`src/inc/cdff_cfg.svh`:
```
`ifndef CDFF_CFG_SVH
`define CDFF_CFG_SVH

// Register byte offsets
`define CDFF_CTRL_OFS 12'h000
`define CDFF_EDGE_OFS 12'h004
`define CDFF_DIV_OFS 12'h008
`define CDFF_STATUS_OFS 12'h00C

// Control register fields
`define CDFF_CTRL_DATA_LSB 0
`define CDFF_CTRL_DATA_MSB 3
`define CDFF_CTRL_PERMIT_LSB 4
`define CDFF_CTRL_PERMIT_MSB 6
`define CDFF_CTRL_CLEAR_BIT 8
`define CDFF_CTRL_PRESET_BIT 9
`define CDFF_CTRL_MASK 32'h0000_037F
// Clear and preset inputs idle high, nothing permitted, data low
`define CDFF_CTRL_RESET 32'h0000_0300

// Edge register: writing one here makes one sample edge
`define CDFF_EDGE_FIRE_BIT 0

// Divider register: period of automatic sample edges in pclk cycles, zero stops them
`define CDFF_DIV_WIDTH 16
`define CDFF_DIV_RESET 16'h0000

// Status register: stored values of the four flops
`define CDFF_STATUS_Q_LSB 0
`define CDFF_STATUS_Q_MSB 3

`endif

```
`src/inc/cdff_pkg.sv`:
```
package cdff_pkg;

   // Assertion timing of clear or preset
   typedef enum logic {
      CDFF_UNCLOCKED = 1'b0,
      CDFF_CLOCKED = 1'b1
   } cdff_timing_t;

   // The older spelling "unlocked" is accepted as the asynchronous setting
   function automatic cdff_timing_t cdff_timing_of(input string name);
      if (name == "clocked") begin
         return CDFF_CLOCKED;
      end
      return CDFF_UNCLOCKED;
   endfunction

endpackage

```
`src/cdff_bank.sv`:
```
// What this block does
// - Plain flop copies data to output at each rising sample edge, else holds.
// - Each variant starts at its power-up value, zero by default for the plain, gated and clear variants.
// - The preset variant defaults its power-up value to one.
// - Gated, clear and preset variants load data only while capture permit is high.
// - Low clear input wins over data and permit, forcing output zero.
// - Unclocked clear forces zero without waiting for a sample edge.
// - Clocked clear forces zero at next sample edge, even with permit low.
// - Clear timing choice is unclocked or clocked, unclocked by default.
// - Normal capture needs permit high and clear or preset deasserted.
// - Any power-up value works together with unclocked clear or preset.
// - Low preset input wins over data and permit, forcing output one.
// - Unclocked preset sets output high without waiting for a sample edge.
// - Clocked preset sets output one at next sample edge, regardless of permit.
//
// The register offsets and the APB register port are this design's own decisions.
`timescale 1ns/1ps
`default_nettype none
`include "cdff_cfg.svh"

module cdff_bank #(
   parameter logic PLAIN_POWER_UP = 1'b0,
   parameter logic GATE_POWER_UP = 1'b0,
   parameter logic CLEAR_POWER_UP = 1'b0,
   parameter logic PRESET_POWER_UP = 1'b1,
   parameter string CLEAR_TIMING = "unclocked",
   parameter string PRESET_TIMING = "unlocked"
) (
   // System
   input wire logic pclk,
   input wire logic presetn,
   // APB slave
   input wire logic psel,
   input wire logic penable,
   input wire logic pwrite,
   input wire logic [11:0] paddr,
   input wire logic [31:0] pwdata,
   output logic [31:0] prdata,
   output logic pready,
   output logic pslverr,
   // Flop outputs
   output logic plain_q,
   output logic gate_q,
   output logic clear_q,
   output logic preset_q
);

   ////////////////////////////////////////////////////////////////////////////////
   // Bus decode

   logic [31:0] ctrl_reg;
   logic [`CDFF_DIV_WIDTH-1:0] div_reg;
   logic access_phase;
   logic wr_commit;
   logic fire_now;
   logic sample_edge;
   logic [31:0] rd_value;
   logic rd_hit;

   function automatic logic reg_hit(input logic [11:0] addr, input logic [11:0] ofs);
      return addr == ofs;
   endfunction

   // First access cycle raises pready; the commit edge is the one that sees it high
   assign access_phase = psel && penable;
   assign wr_commit = access_phase && pready && pwrite;
   assign fire_now = wr_commit && reg_hit(paddr, `CDFF_EDGE_OFS) && pwdata[`CDFF_EDGE_FIRE_BIT];

   always_comb begin
      rd_value = 32'h0000_0000;
      rd_hit = 1'b1;
      if (reg_hit(paddr, `CDFF_CTRL_OFS)) begin
         rd_value = ctrl_reg;
      end else if (reg_hit(paddr, `CDFF_EDGE_OFS)) begin
         rd_value = 32'h0000_0000;
      end else if (reg_hit(paddr, `CDFF_DIV_OFS)) begin
         rd_value = 32'(div_reg);
      end else if (reg_hit(paddr, `CDFF_STATUS_OFS)) begin
         rd_value[`CDFF_STATUS_Q_MSB:`CDFF_STATUS_Q_LSB] = {preset_q, clear_q, gate_q, plain_q};
      end else begin
         rd_hit = 1'b0;
      end
   end

   // Answer after one wait state, then drop so back-to-back transfers see a fresh pready
   always_ff @(posedge pclk or negedge presetn) begin
      if (!presetn) begin
         pready <= 1'b0;
      end else begin
         pready <= access_phase && !pready;
      end
   end

   always_ff @(posedge pclk or negedge presetn) begin
      if (!presetn) begin
         prdata <= 32'h0000_0000;
         pslverr <= 1'b0;
      end else if (access_phase && !pready) begin
         prdata <= pwrite ? 32'h0000_0000 : rd_value;
         pslverr <= !rd_hit;
      end else begin
         prdata <= 32'h0000_0000;
         pslverr <= 1'b0;
      end
   end

   ////////////////////////////////////////////////////////////////////////////////
   // Software registers

   always_ff @(posedge pclk or negedge presetn) begin
      if (!presetn) begin
         ctrl_reg <= `CDFF_CTRL_RESET;
      end else if (wr_commit && reg_hit(paddr, `CDFF_CTRL_OFS)) begin
         ctrl_reg <= pwdata & `CDFF_CTRL_MASK;
      end
   end

   always_ff @(posedge pclk or negedge presetn) begin
      if (!presetn) begin
         div_reg <= `CDFF_DIV_RESET;
      end else if (wr_commit && reg_hit(paddr, `CDFF_DIV_OFS)) begin
         div_reg <= pwdata[`CDFF_DIV_WIDTH-1:0];
      end
   end

   ////////////////////////////////////////////////////////////////////////////////
   // Sample edge source: software strobe or periodic divider

   cdff_edge_div #(
      .DIV_WIDTH(`CDFF_DIV_WIDTH)
   ) u_edge (
      .pclk(pclk),
      .presetn(presetn),
      .period(div_reg),
      .fire_now(fire_now),
      .sample_edge(sample_edge)
   );

   ////////////////////////////////////////////////////////////////////////////////
   // The four variants, all from one flop module

   logic [3:0] data_bits;
   logic [2:0] permit_bits;

   assign data_bits = ctrl_reg[`CDFF_CTRL_DATA_MSB:`CDFF_CTRL_DATA_LSB];
   assign permit_bits = ctrl_reg[`CDFF_CTRL_PERMIT_MSB:`CDFF_CTRL_PERMIT_LSB];

   cdff_flop #(
      .HAS_PERMIT(1'b0),
      .HAS_CLEAR(1'b0),
      .HAS_PRESET(1'b0),
      .POWER_UP_VALUE(PLAIN_POWER_UP),
      .TIMING("unclocked")
   ) u_plain (
      .pclk(pclk),
      .presetn(presetn),
      .sample_edge(sample_edge),
      .data_in(data_bits[0]),
      .capture_permit(1'b1),
      .clear_low(1'b1),
      .preset_low(1'b1),
      .q(plain_q)
   );

   cdff_flop #(
      .HAS_PERMIT(1'b1),
      .HAS_CLEAR(1'b0),
      .HAS_PRESET(1'b0),
      .POWER_UP_VALUE(GATE_POWER_UP),
      .TIMING("unclocked")
   ) u_gate (
      .pclk(pclk),
      .presetn(presetn),
      .sample_edge(sample_edge),
      .data_in(data_bits[1]),
      .capture_permit(permit_bits[0]),
      .clear_low(1'b1),
      .preset_low(1'b1),
      .q(gate_q)
   );

   cdff_flop #(
      .HAS_PERMIT(1'b1),
      .HAS_CLEAR(1'b1),
      .HAS_PRESET(1'b0),
      .POWER_UP_VALUE(CLEAR_POWER_UP),
      .TIMING(CLEAR_TIMING)
   ) u_clear (
      .pclk(pclk),
      .presetn(presetn),
      .sample_edge(sample_edge),
      .data_in(data_bits[2]),
      .capture_permit(permit_bits[1]),
      .clear_low(ctrl_reg[`CDFF_CTRL_CLEAR_BIT]),
      .preset_low(1'b1),
      .q(clear_q)
   );

   cdff_flop #(
      .HAS_PERMIT(1'b1),
      .HAS_CLEAR(1'b0),
      .HAS_PRESET(1'b1),
      .POWER_UP_VALUE(PRESET_POWER_UP),
      .TIMING(PRESET_TIMING)
   ) u_preset (
      .pclk(pclk),
      .presetn(presetn),
      .sample_edge(sample_edge),
      .data_in(data_bits[3]),
      .capture_permit(permit_bits[2]),
      .clear_low(1'b1),
      .preset_low(ctrl_reg[`CDFF_CTRL_PRESET_BIT]),
      .q(preset_q)
   );

endmodule // cdff_bank

`default_nettype wire

```
`src/cdff_flop.sv`:
```
`timescale 1ns/1ps
`default_nettype none

module cdff_flop #(
   parameter bit HAS_PERMIT = 1'b0,
   parameter bit HAS_CLEAR = 1'b0,
   parameter bit HAS_PRESET = 1'b0,
   parameter logic POWER_UP_VALUE = 1'b0,
   parameter string TIMING = "unclocked"
) (
   // System
   input wire logic pclk,
   input wire logic presetn,
   // Flop inputs
   input wire logic sample_edge,
   input wire logic data_in,
   input wire logic capture_permit,
   input wire logic clear_low,
   input wire logic preset_low,
   // Stored value
   output logic q
);

   localparam cdff_pkg::cdff_timing_t MODE = cdff_pkg::cdff_timing_of(TIMING);

   logic clear_act;
   logic preset_act;
   logic load_act;

   // Unclocked mode acts on the next pclk edge, without waiting for a sample edge
   assign clear_act = HAS_CLEAR && !clear_low &&
      (MODE == cdff_pkg::CDFF_UNCLOCKED || sample_edge);
   assign preset_act = HAS_PRESET && !preset_low &&
      (MODE == cdff_pkg::CDFF_UNCLOCKED || sample_edge);
   assign load_act = sample_edge && (!HAS_PERMIT || capture_permit);

   // Power-up value is loaded by the reset of any variant, so any value works with either timing
   always_ff @(posedge pclk or negedge presetn) begin
      if (!presetn) begin
         q <= POWER_UP_VALUE;
      end else if (clear_act) begin
         q <= 1'b0;
      end else if (preset_act) begin
         q <= 1'b1;
      end else if (load_act) begin
         q <= data_in;
      end
   end

endmodule // cdff_flop

`default_nettype wire

```
`src/cdff_edge_div.sv`:
```
`timescale 1ns/1ps
`default_nettype none

module cdff_edge_div #(
   parameter int DIV_WIDTH = 16
) (
   // System
   input wire logic pclk,
   input wire logic presetn,
   // Control
   input wire logic [DIV_WIDTH-1:0] period,
   input wire logic fire_now,
   // One-cycle sample edge
   output logic sample_edge
);

   logic [DIV_WIDTH-1:0] count_reg;
   logic wrap;

   assign wrap = (period != '0) && (count_reg >= period - DIV_WIDTH'(1));

   always_ff @(posedge pclk or negedge presetn) begin
      if (!presetn) begin
         count_reg <= '0;
      end else if (wrap || period == '0) begin
         count_reg <= '0;
      end else begin
         count_reg <= count_reg + DIV_WIDTH'(1);
      end
   end

   always_ff @(posedge pclk or negedge presetn) begin
      if (!presetn) begin
         sample_edge <= 1'b0;
      end else begin
         sample_edge <= wrap || fire_now;
      end
   end

endmodule // cdff_edge_div

`default_nettype wire

```
`config.mk`:
```
export PLATFORM = sky130hd
export DESIGN_NAME = cdff_bank
export DESIGN_NICKNAME = d
export VERILOG_FILES = /design/src/inc/cdff_pkg.sv /design/src/cdff_bank.sv /design/src/cdff_flop.sv /design/src/cdff_edge_div.sv
export VERILOG_INCLUDE_DIRS = /design/src /design/src/inc
export SDC_FILE = /design/constraint.sdc
export NUM_CORES = 1
export LEC_CHECK = 0
export ABC_AREA = 1
export BUFFER_PORTS_ARGS = -buffer_cell sky130_fd_sc_hd__buf_2
export CORE_MARGIN = 1.5
export CORE_UTILIZATION = 35
export DETAILED_ROUTE_END_ITERATION = 16
export MAX_ROUTING_LAYER = met4
export PLACE_DENSITY = 0.67
export SYNTH_ARGS = -nofsm -noshare
export SYNTH_HDL_FRONTEND = slang
export SYNTH_HIERARCHICAL = 1
export SYNTH_SLANG_ARGS = --single-unit
export TNS_END_PERCENT = 20
```
`constraint.sdc`:
```
create_clock -name pclk -period 5.5 [get_ports pclk]
set_clock_uncertainty 0.05 [all_clocks]
set_input_delay 0.55 -clock pclk [delete_from_list [all_inputs] [get_ports pclk]]
set_output_delay 0.55 -clock pclk [all_outputs]
set_load 0.05 [all_outputs]
```
; Word level (Yosys, flattened, before mapping)
; Index checks and enable logic that the tools add are counted.
[op_classes]
reduce_logical = 19
magnitude_cmp = 1
mux = 17
n_addsub = 2
eq_ne = 5
[ops]
columns = cell, count
row1 = 32-bit 2-to-1 mux, 2
row2 = 16-bit 2-to-1 mux, 3
row3 = "12-bit by 4-bit equality test with 1-bit output, second input constant", 2
row4 = "16-bit by 1-bit adder with 16-bit output, second input constant", 1
row5 = 16-bit greater-or-equal comparator, 1
row6 = 16-bit zero test, 1
row7 = 16-bit nonzero test, 1
row8 = "16-bit by 1-bit subtractor with 16-bit output, second input constant", 1
row9 = "12-bit by 3-bit equality test with 1-bit output, second input constant", 1
row10 = 1-bit logical AND, 12
row11 = 12-bit zero test, 1
row12 = 12-bit 2-to-1 mux, 1
row13 = 1-bit 2-to-1 mux, 9
row14 = 4-bit 2-to-1 mux, 2
row15 = "2-bit by 1-bit != test with 1-bit output, second input constant", 2
row16 = 1-bit zero test, 2
row17 = 1-bit logical OR, 2
[word_totals]
ff_bits = 80
out_inout_bits = 38
wordCells = 55
inputBits = 49

; Depth between registers and ports, before layout
[logic_depth]
word_depth = 7
depth_mapped = 17
ltp_nobuf = 17

; Hierarchy
; The synthesis kept the hierarchy.
[modules_own_cells]
columns = mod, area_each_um2, cells_per_inst, instances, seq_area_each_um2
row1 = cdff_bank, 1996.9, 219, 1, 1078.5
row2 = cdff_edge_div, 1567.8, 206, 1, 425.4
row3 = cdff_flop at u_clear, 52.6, 8, 1, 25.0
row4 = cdff_flop at u_preset, 43.8, 5, 1, 26.3
row5 = cdff_flop at u_gate, 41.3, 5, 1, 25.0
row6 = cdff_flop at u_plain, 40.0, 5, 1, 25.0

; Least setup slack after synthesis
; OpenSTA, ideal clock, no wires.
[synth_path]
kind = register to register
from = register div_reg[0]
to = register u_edge.count_reg[6]
setup_ps = 71
path_slack_ps = 3154
path_stages_with_launch = 17
t_arrival_ps = 2224
synth_period_minus_slack_ps = 2346
path_buffers = 1
cell_sequence = dfrtp_1 > inv_1 > ha_1 > nand2_1 > nor2_4 > nand2_2 > nor2_4 > nand2_1 > xor2_1 > inv_1 > ha_1 > nand4_1 > a21oi_1 > nor2_1 > nand3_2 > buf_6 > nor2_1
[synth_via]
elab_chain_len = 5
[synth_rtl]
columns = item, line_no
row1 = from (decl), cdff_bank.sv:52  ; logic [`CDFF_DIV_WIDTH-1:0] div_reg;
row2 = from (signal assigned), cdff_bank.sv:120  ; div_reg <= `CDFF_DIV_RESET;
row3 = from (signal assigned), cdff_bank.sv:122  ; div_reg <= pwdata[`CDFF_DIV_WIDTH-1:0];
row4 = 16-bit by 1-bit subtractor with 16-bit output, cdff_edge_div.sv:20  ; assign wrap = (period != '0) && (count_reg >= period - DIV_WIDTH'(1));
row5 = 16-bit greater-or-equal comparator, cdff_edge_div.sv:20
row6 = 1-bit logical AND, cdff_edge_div.sv:20
row7 = 1-bit logical OR *, cdff_edge_div.sv:25  ; end else if (wrap || period == '0) begin
row8 = 16-bit 2-to-1 mux *, cdff_edge_div.sv:25
row9 = to (signal assigned), cdff_edge_div.sv:28  ; count_reg <= count_reg + DIV_WIDTH'(1);
row10 = to (decl), cdff_edge_div.sv:17  ; logic [DIV_WIDTH-1:0] count_reg;
; Every way passes the cells marked *; elsewhere a longest branch is shown, timed or not.
; A chain may end at the register's enable or synchronous reset.

; Worst setup path in the final report
[layout_path]
from = register div_reg[0]
to = register u_edge.count_reg[14]
; The elaborated chain is that of the path after synthesis.

==> reports/metrics.cfg <==
[synthesis]
yosys_warnings = 6
syn_inst = 447
avgSynthCellArea_sq_um = 8.36
syn_area_sq_um = 3740

[drt]
drt-pass1-iter-count = 4
via_per_inst = 4.62
routedWlPerCell_um = 12.5
drtIter0Drc = 161
ant_nets = 0
routed_wl_um = 8040
routed-via-count = 2979
drc_errors = 0

[outcome]
status = finished, final reports clean

[placed_design]
placed_cells = 629
dpl.hpwl_um = 5970
dp_slack_ns = 2.71
place.gp.congestion = 0.870
placed_cell_area_sq_um = 4050
portBuffers = 54

[setup_path]
cp.depth = 15
crit_fanout = 16
critPathKind = register to register
required_ns = 5.71
critPathSlowestCell = dfrtp_1
crit_chain = inv_1 -> ha_1 -> nand2_1 -> nor2_4 -> nand2_2 -> nor2_4 -> nand2_1 -> xor2_1 -> inv_1 -> ha_1 -> nand2_1 -> o21ai_0 -> nor2_1 -> nand3_2 -> nor2_1
startpoint = div_reg[0]$_DFFE_PN0P_
crit_path_end = u_edge/count_reg[14]$_DFF_PN0_
ff2ff_path_depth = 15
timing.critical_path.buf_inv = 2
crit_path_max_incr_delay_ns = 0.40
critPathLaunchType = register
cp.arrival_ns = 3.00
cp_top_family = simple AND/OR/NAND/NOR gates
endpoint_kind = register
r2r-start = div_reg[0]$_DFFE_PN0P_
r2r_end = u_edge/count_reg[14]$_DFF_PN0_
reg2reg_slack_ns = 2.72
cpMostUsedCell = nand2_1

[power_and_ir_drop]
ir_worst_vdd_uv = 133
powerDensity_nw_per_um2 = 227
p_leak_nw = 2.33
p_total_mw = 0.969

[die]
initial_utilization = 0.362
core_region_area_sq_um = 10300
die-area_sq_um = 11300
fp-row-count = 37
fp.dieW_um = 106
die_h_um = 106
boundaryPins = 87

[finish]
finish.utilization = 0.414
synthToLayoutAreaGrowth_pct = 14.2
antennaDiodeCount = 0
drive_above_1_share = 0.204
fin_nets = 572
final_cells = 645
seq_area_sq_um = 1610
design_area_sq_um = 4270
n_fill_cell = 1028
multi_input_area_sq_um = 1830

[cts]
clock_path_buffers = 2
clock_latency_ns = 0.34
postCtsSetupBuffers = 0
cts_resized = 0
clock-sinks = 64
numCtsBuffers = 9
cts_root_buffer = clkbuf_8
cts_hold_buf = 0
clk_pin_slew_ns = 0.07
cts-htree-levels = 3
cts_tree = built

[job]
maxCapViolations = 0

[global_route]
grt_pass1_wl_um = 13400
gr-usage-all-layers = 0.152
gr-total-overflow = 0
grt_pass1_vias = 2921
grt_max_degree = 65
antenna_found_initial = 0

[sta]
hold_viol_final = 0
rsz0062_at_grt = false
tightestPinTransition_ns = 0.878
fmax_mhz = 359
final-setup-viol-count = 0
relSlewSlack = 0.414
drv_slew = 0
setup_tns_ns = 0
fin_hold_ws_ns = 0.323
fin_ws_ns = 2.72
final.period_utilization = 0.506
timing.final.crit_period_ns = 2.78

[worst_hold_path]
hold_class = input pin to asynchronous set/reset pin

per-layer routing:
metal,track usage,share of wire
met2,0.236,0.48
met5,-,0
met3,0.0282,0.038
met1,0.193,0.47
met4,0.0695,0.018
worst register-to-register path, cell delays in order (launching register included):
cell	delay, ns
dfrtp_1	0.40
inv_1	0.15
ha_1	0.22
nand2_1	0.13
nor2_4	0.15
nand2_2	0.09
nor2_4	0.10
nand2_1	0.07
xor2_1	0.13
inv_1	0.05
ha_1	0.28
nand2_1	0.06
o21ai_0	0.09
nor2_1	0.18
nand3_2	0.35
nor2_1	0.20
power breakdown:
| group | internal, mW | leakage (nW) | switching [mW] |
|---|---|---|---|
| clock | 0.258 | 0.113 | 0.177 |
| combinational | 0.0114 | 1.39 | 0.0495 |
| sequential | 0.472 | 0.831 | 0.000548 |
cell type report:
cell class                 count  share of cell area
timing repair buffer          55              0.0651
clock buffer                  14              0.0428
sequential                    64               0.376
inverter                      45              0.0396
multi-input combinational    329               0.428
clock inverter                 2             0.00821
tap                          136              0.0399
worst min path at each step:
stage | slack [ns] | endpoint | depth (start not counted)
floorplan | 0.20 | ctrl_reg[0]$_DFFE_PN0P_ | 0
global placement | 0.41 | u_preset/q$_DFFE_PN1P_ | 1
detailed placement | 0.42 | u_preset/q$_DFFE_PN1P_ | 1
CTS | 0.35 | div_reg[15]$_DFFE_PN0P_ | 3
global route | 0.36 | div_reg[6]$_DFFE_PN0P_ | 3
finish | 0.32 | prdata[2]$_DFF_PN0_ | 2
cell usage in the layout (no fill, tap or decap), types with 16 or more instances in the layout:
| master | count |
|---|---|
| inv_1 | 44 |
| nor2_1 | 44 |
| o21ai_1 | 17 |
| dfrtp_1 | 61 |
| conb_1 | 16 |
| xor2_1 | 19 |
| ha_1 | 19 |
| buf_2 | 54 |
| nand2_1 | 110 |
| nand3_1 | 29 |
(Power assumes the default switching activity.)
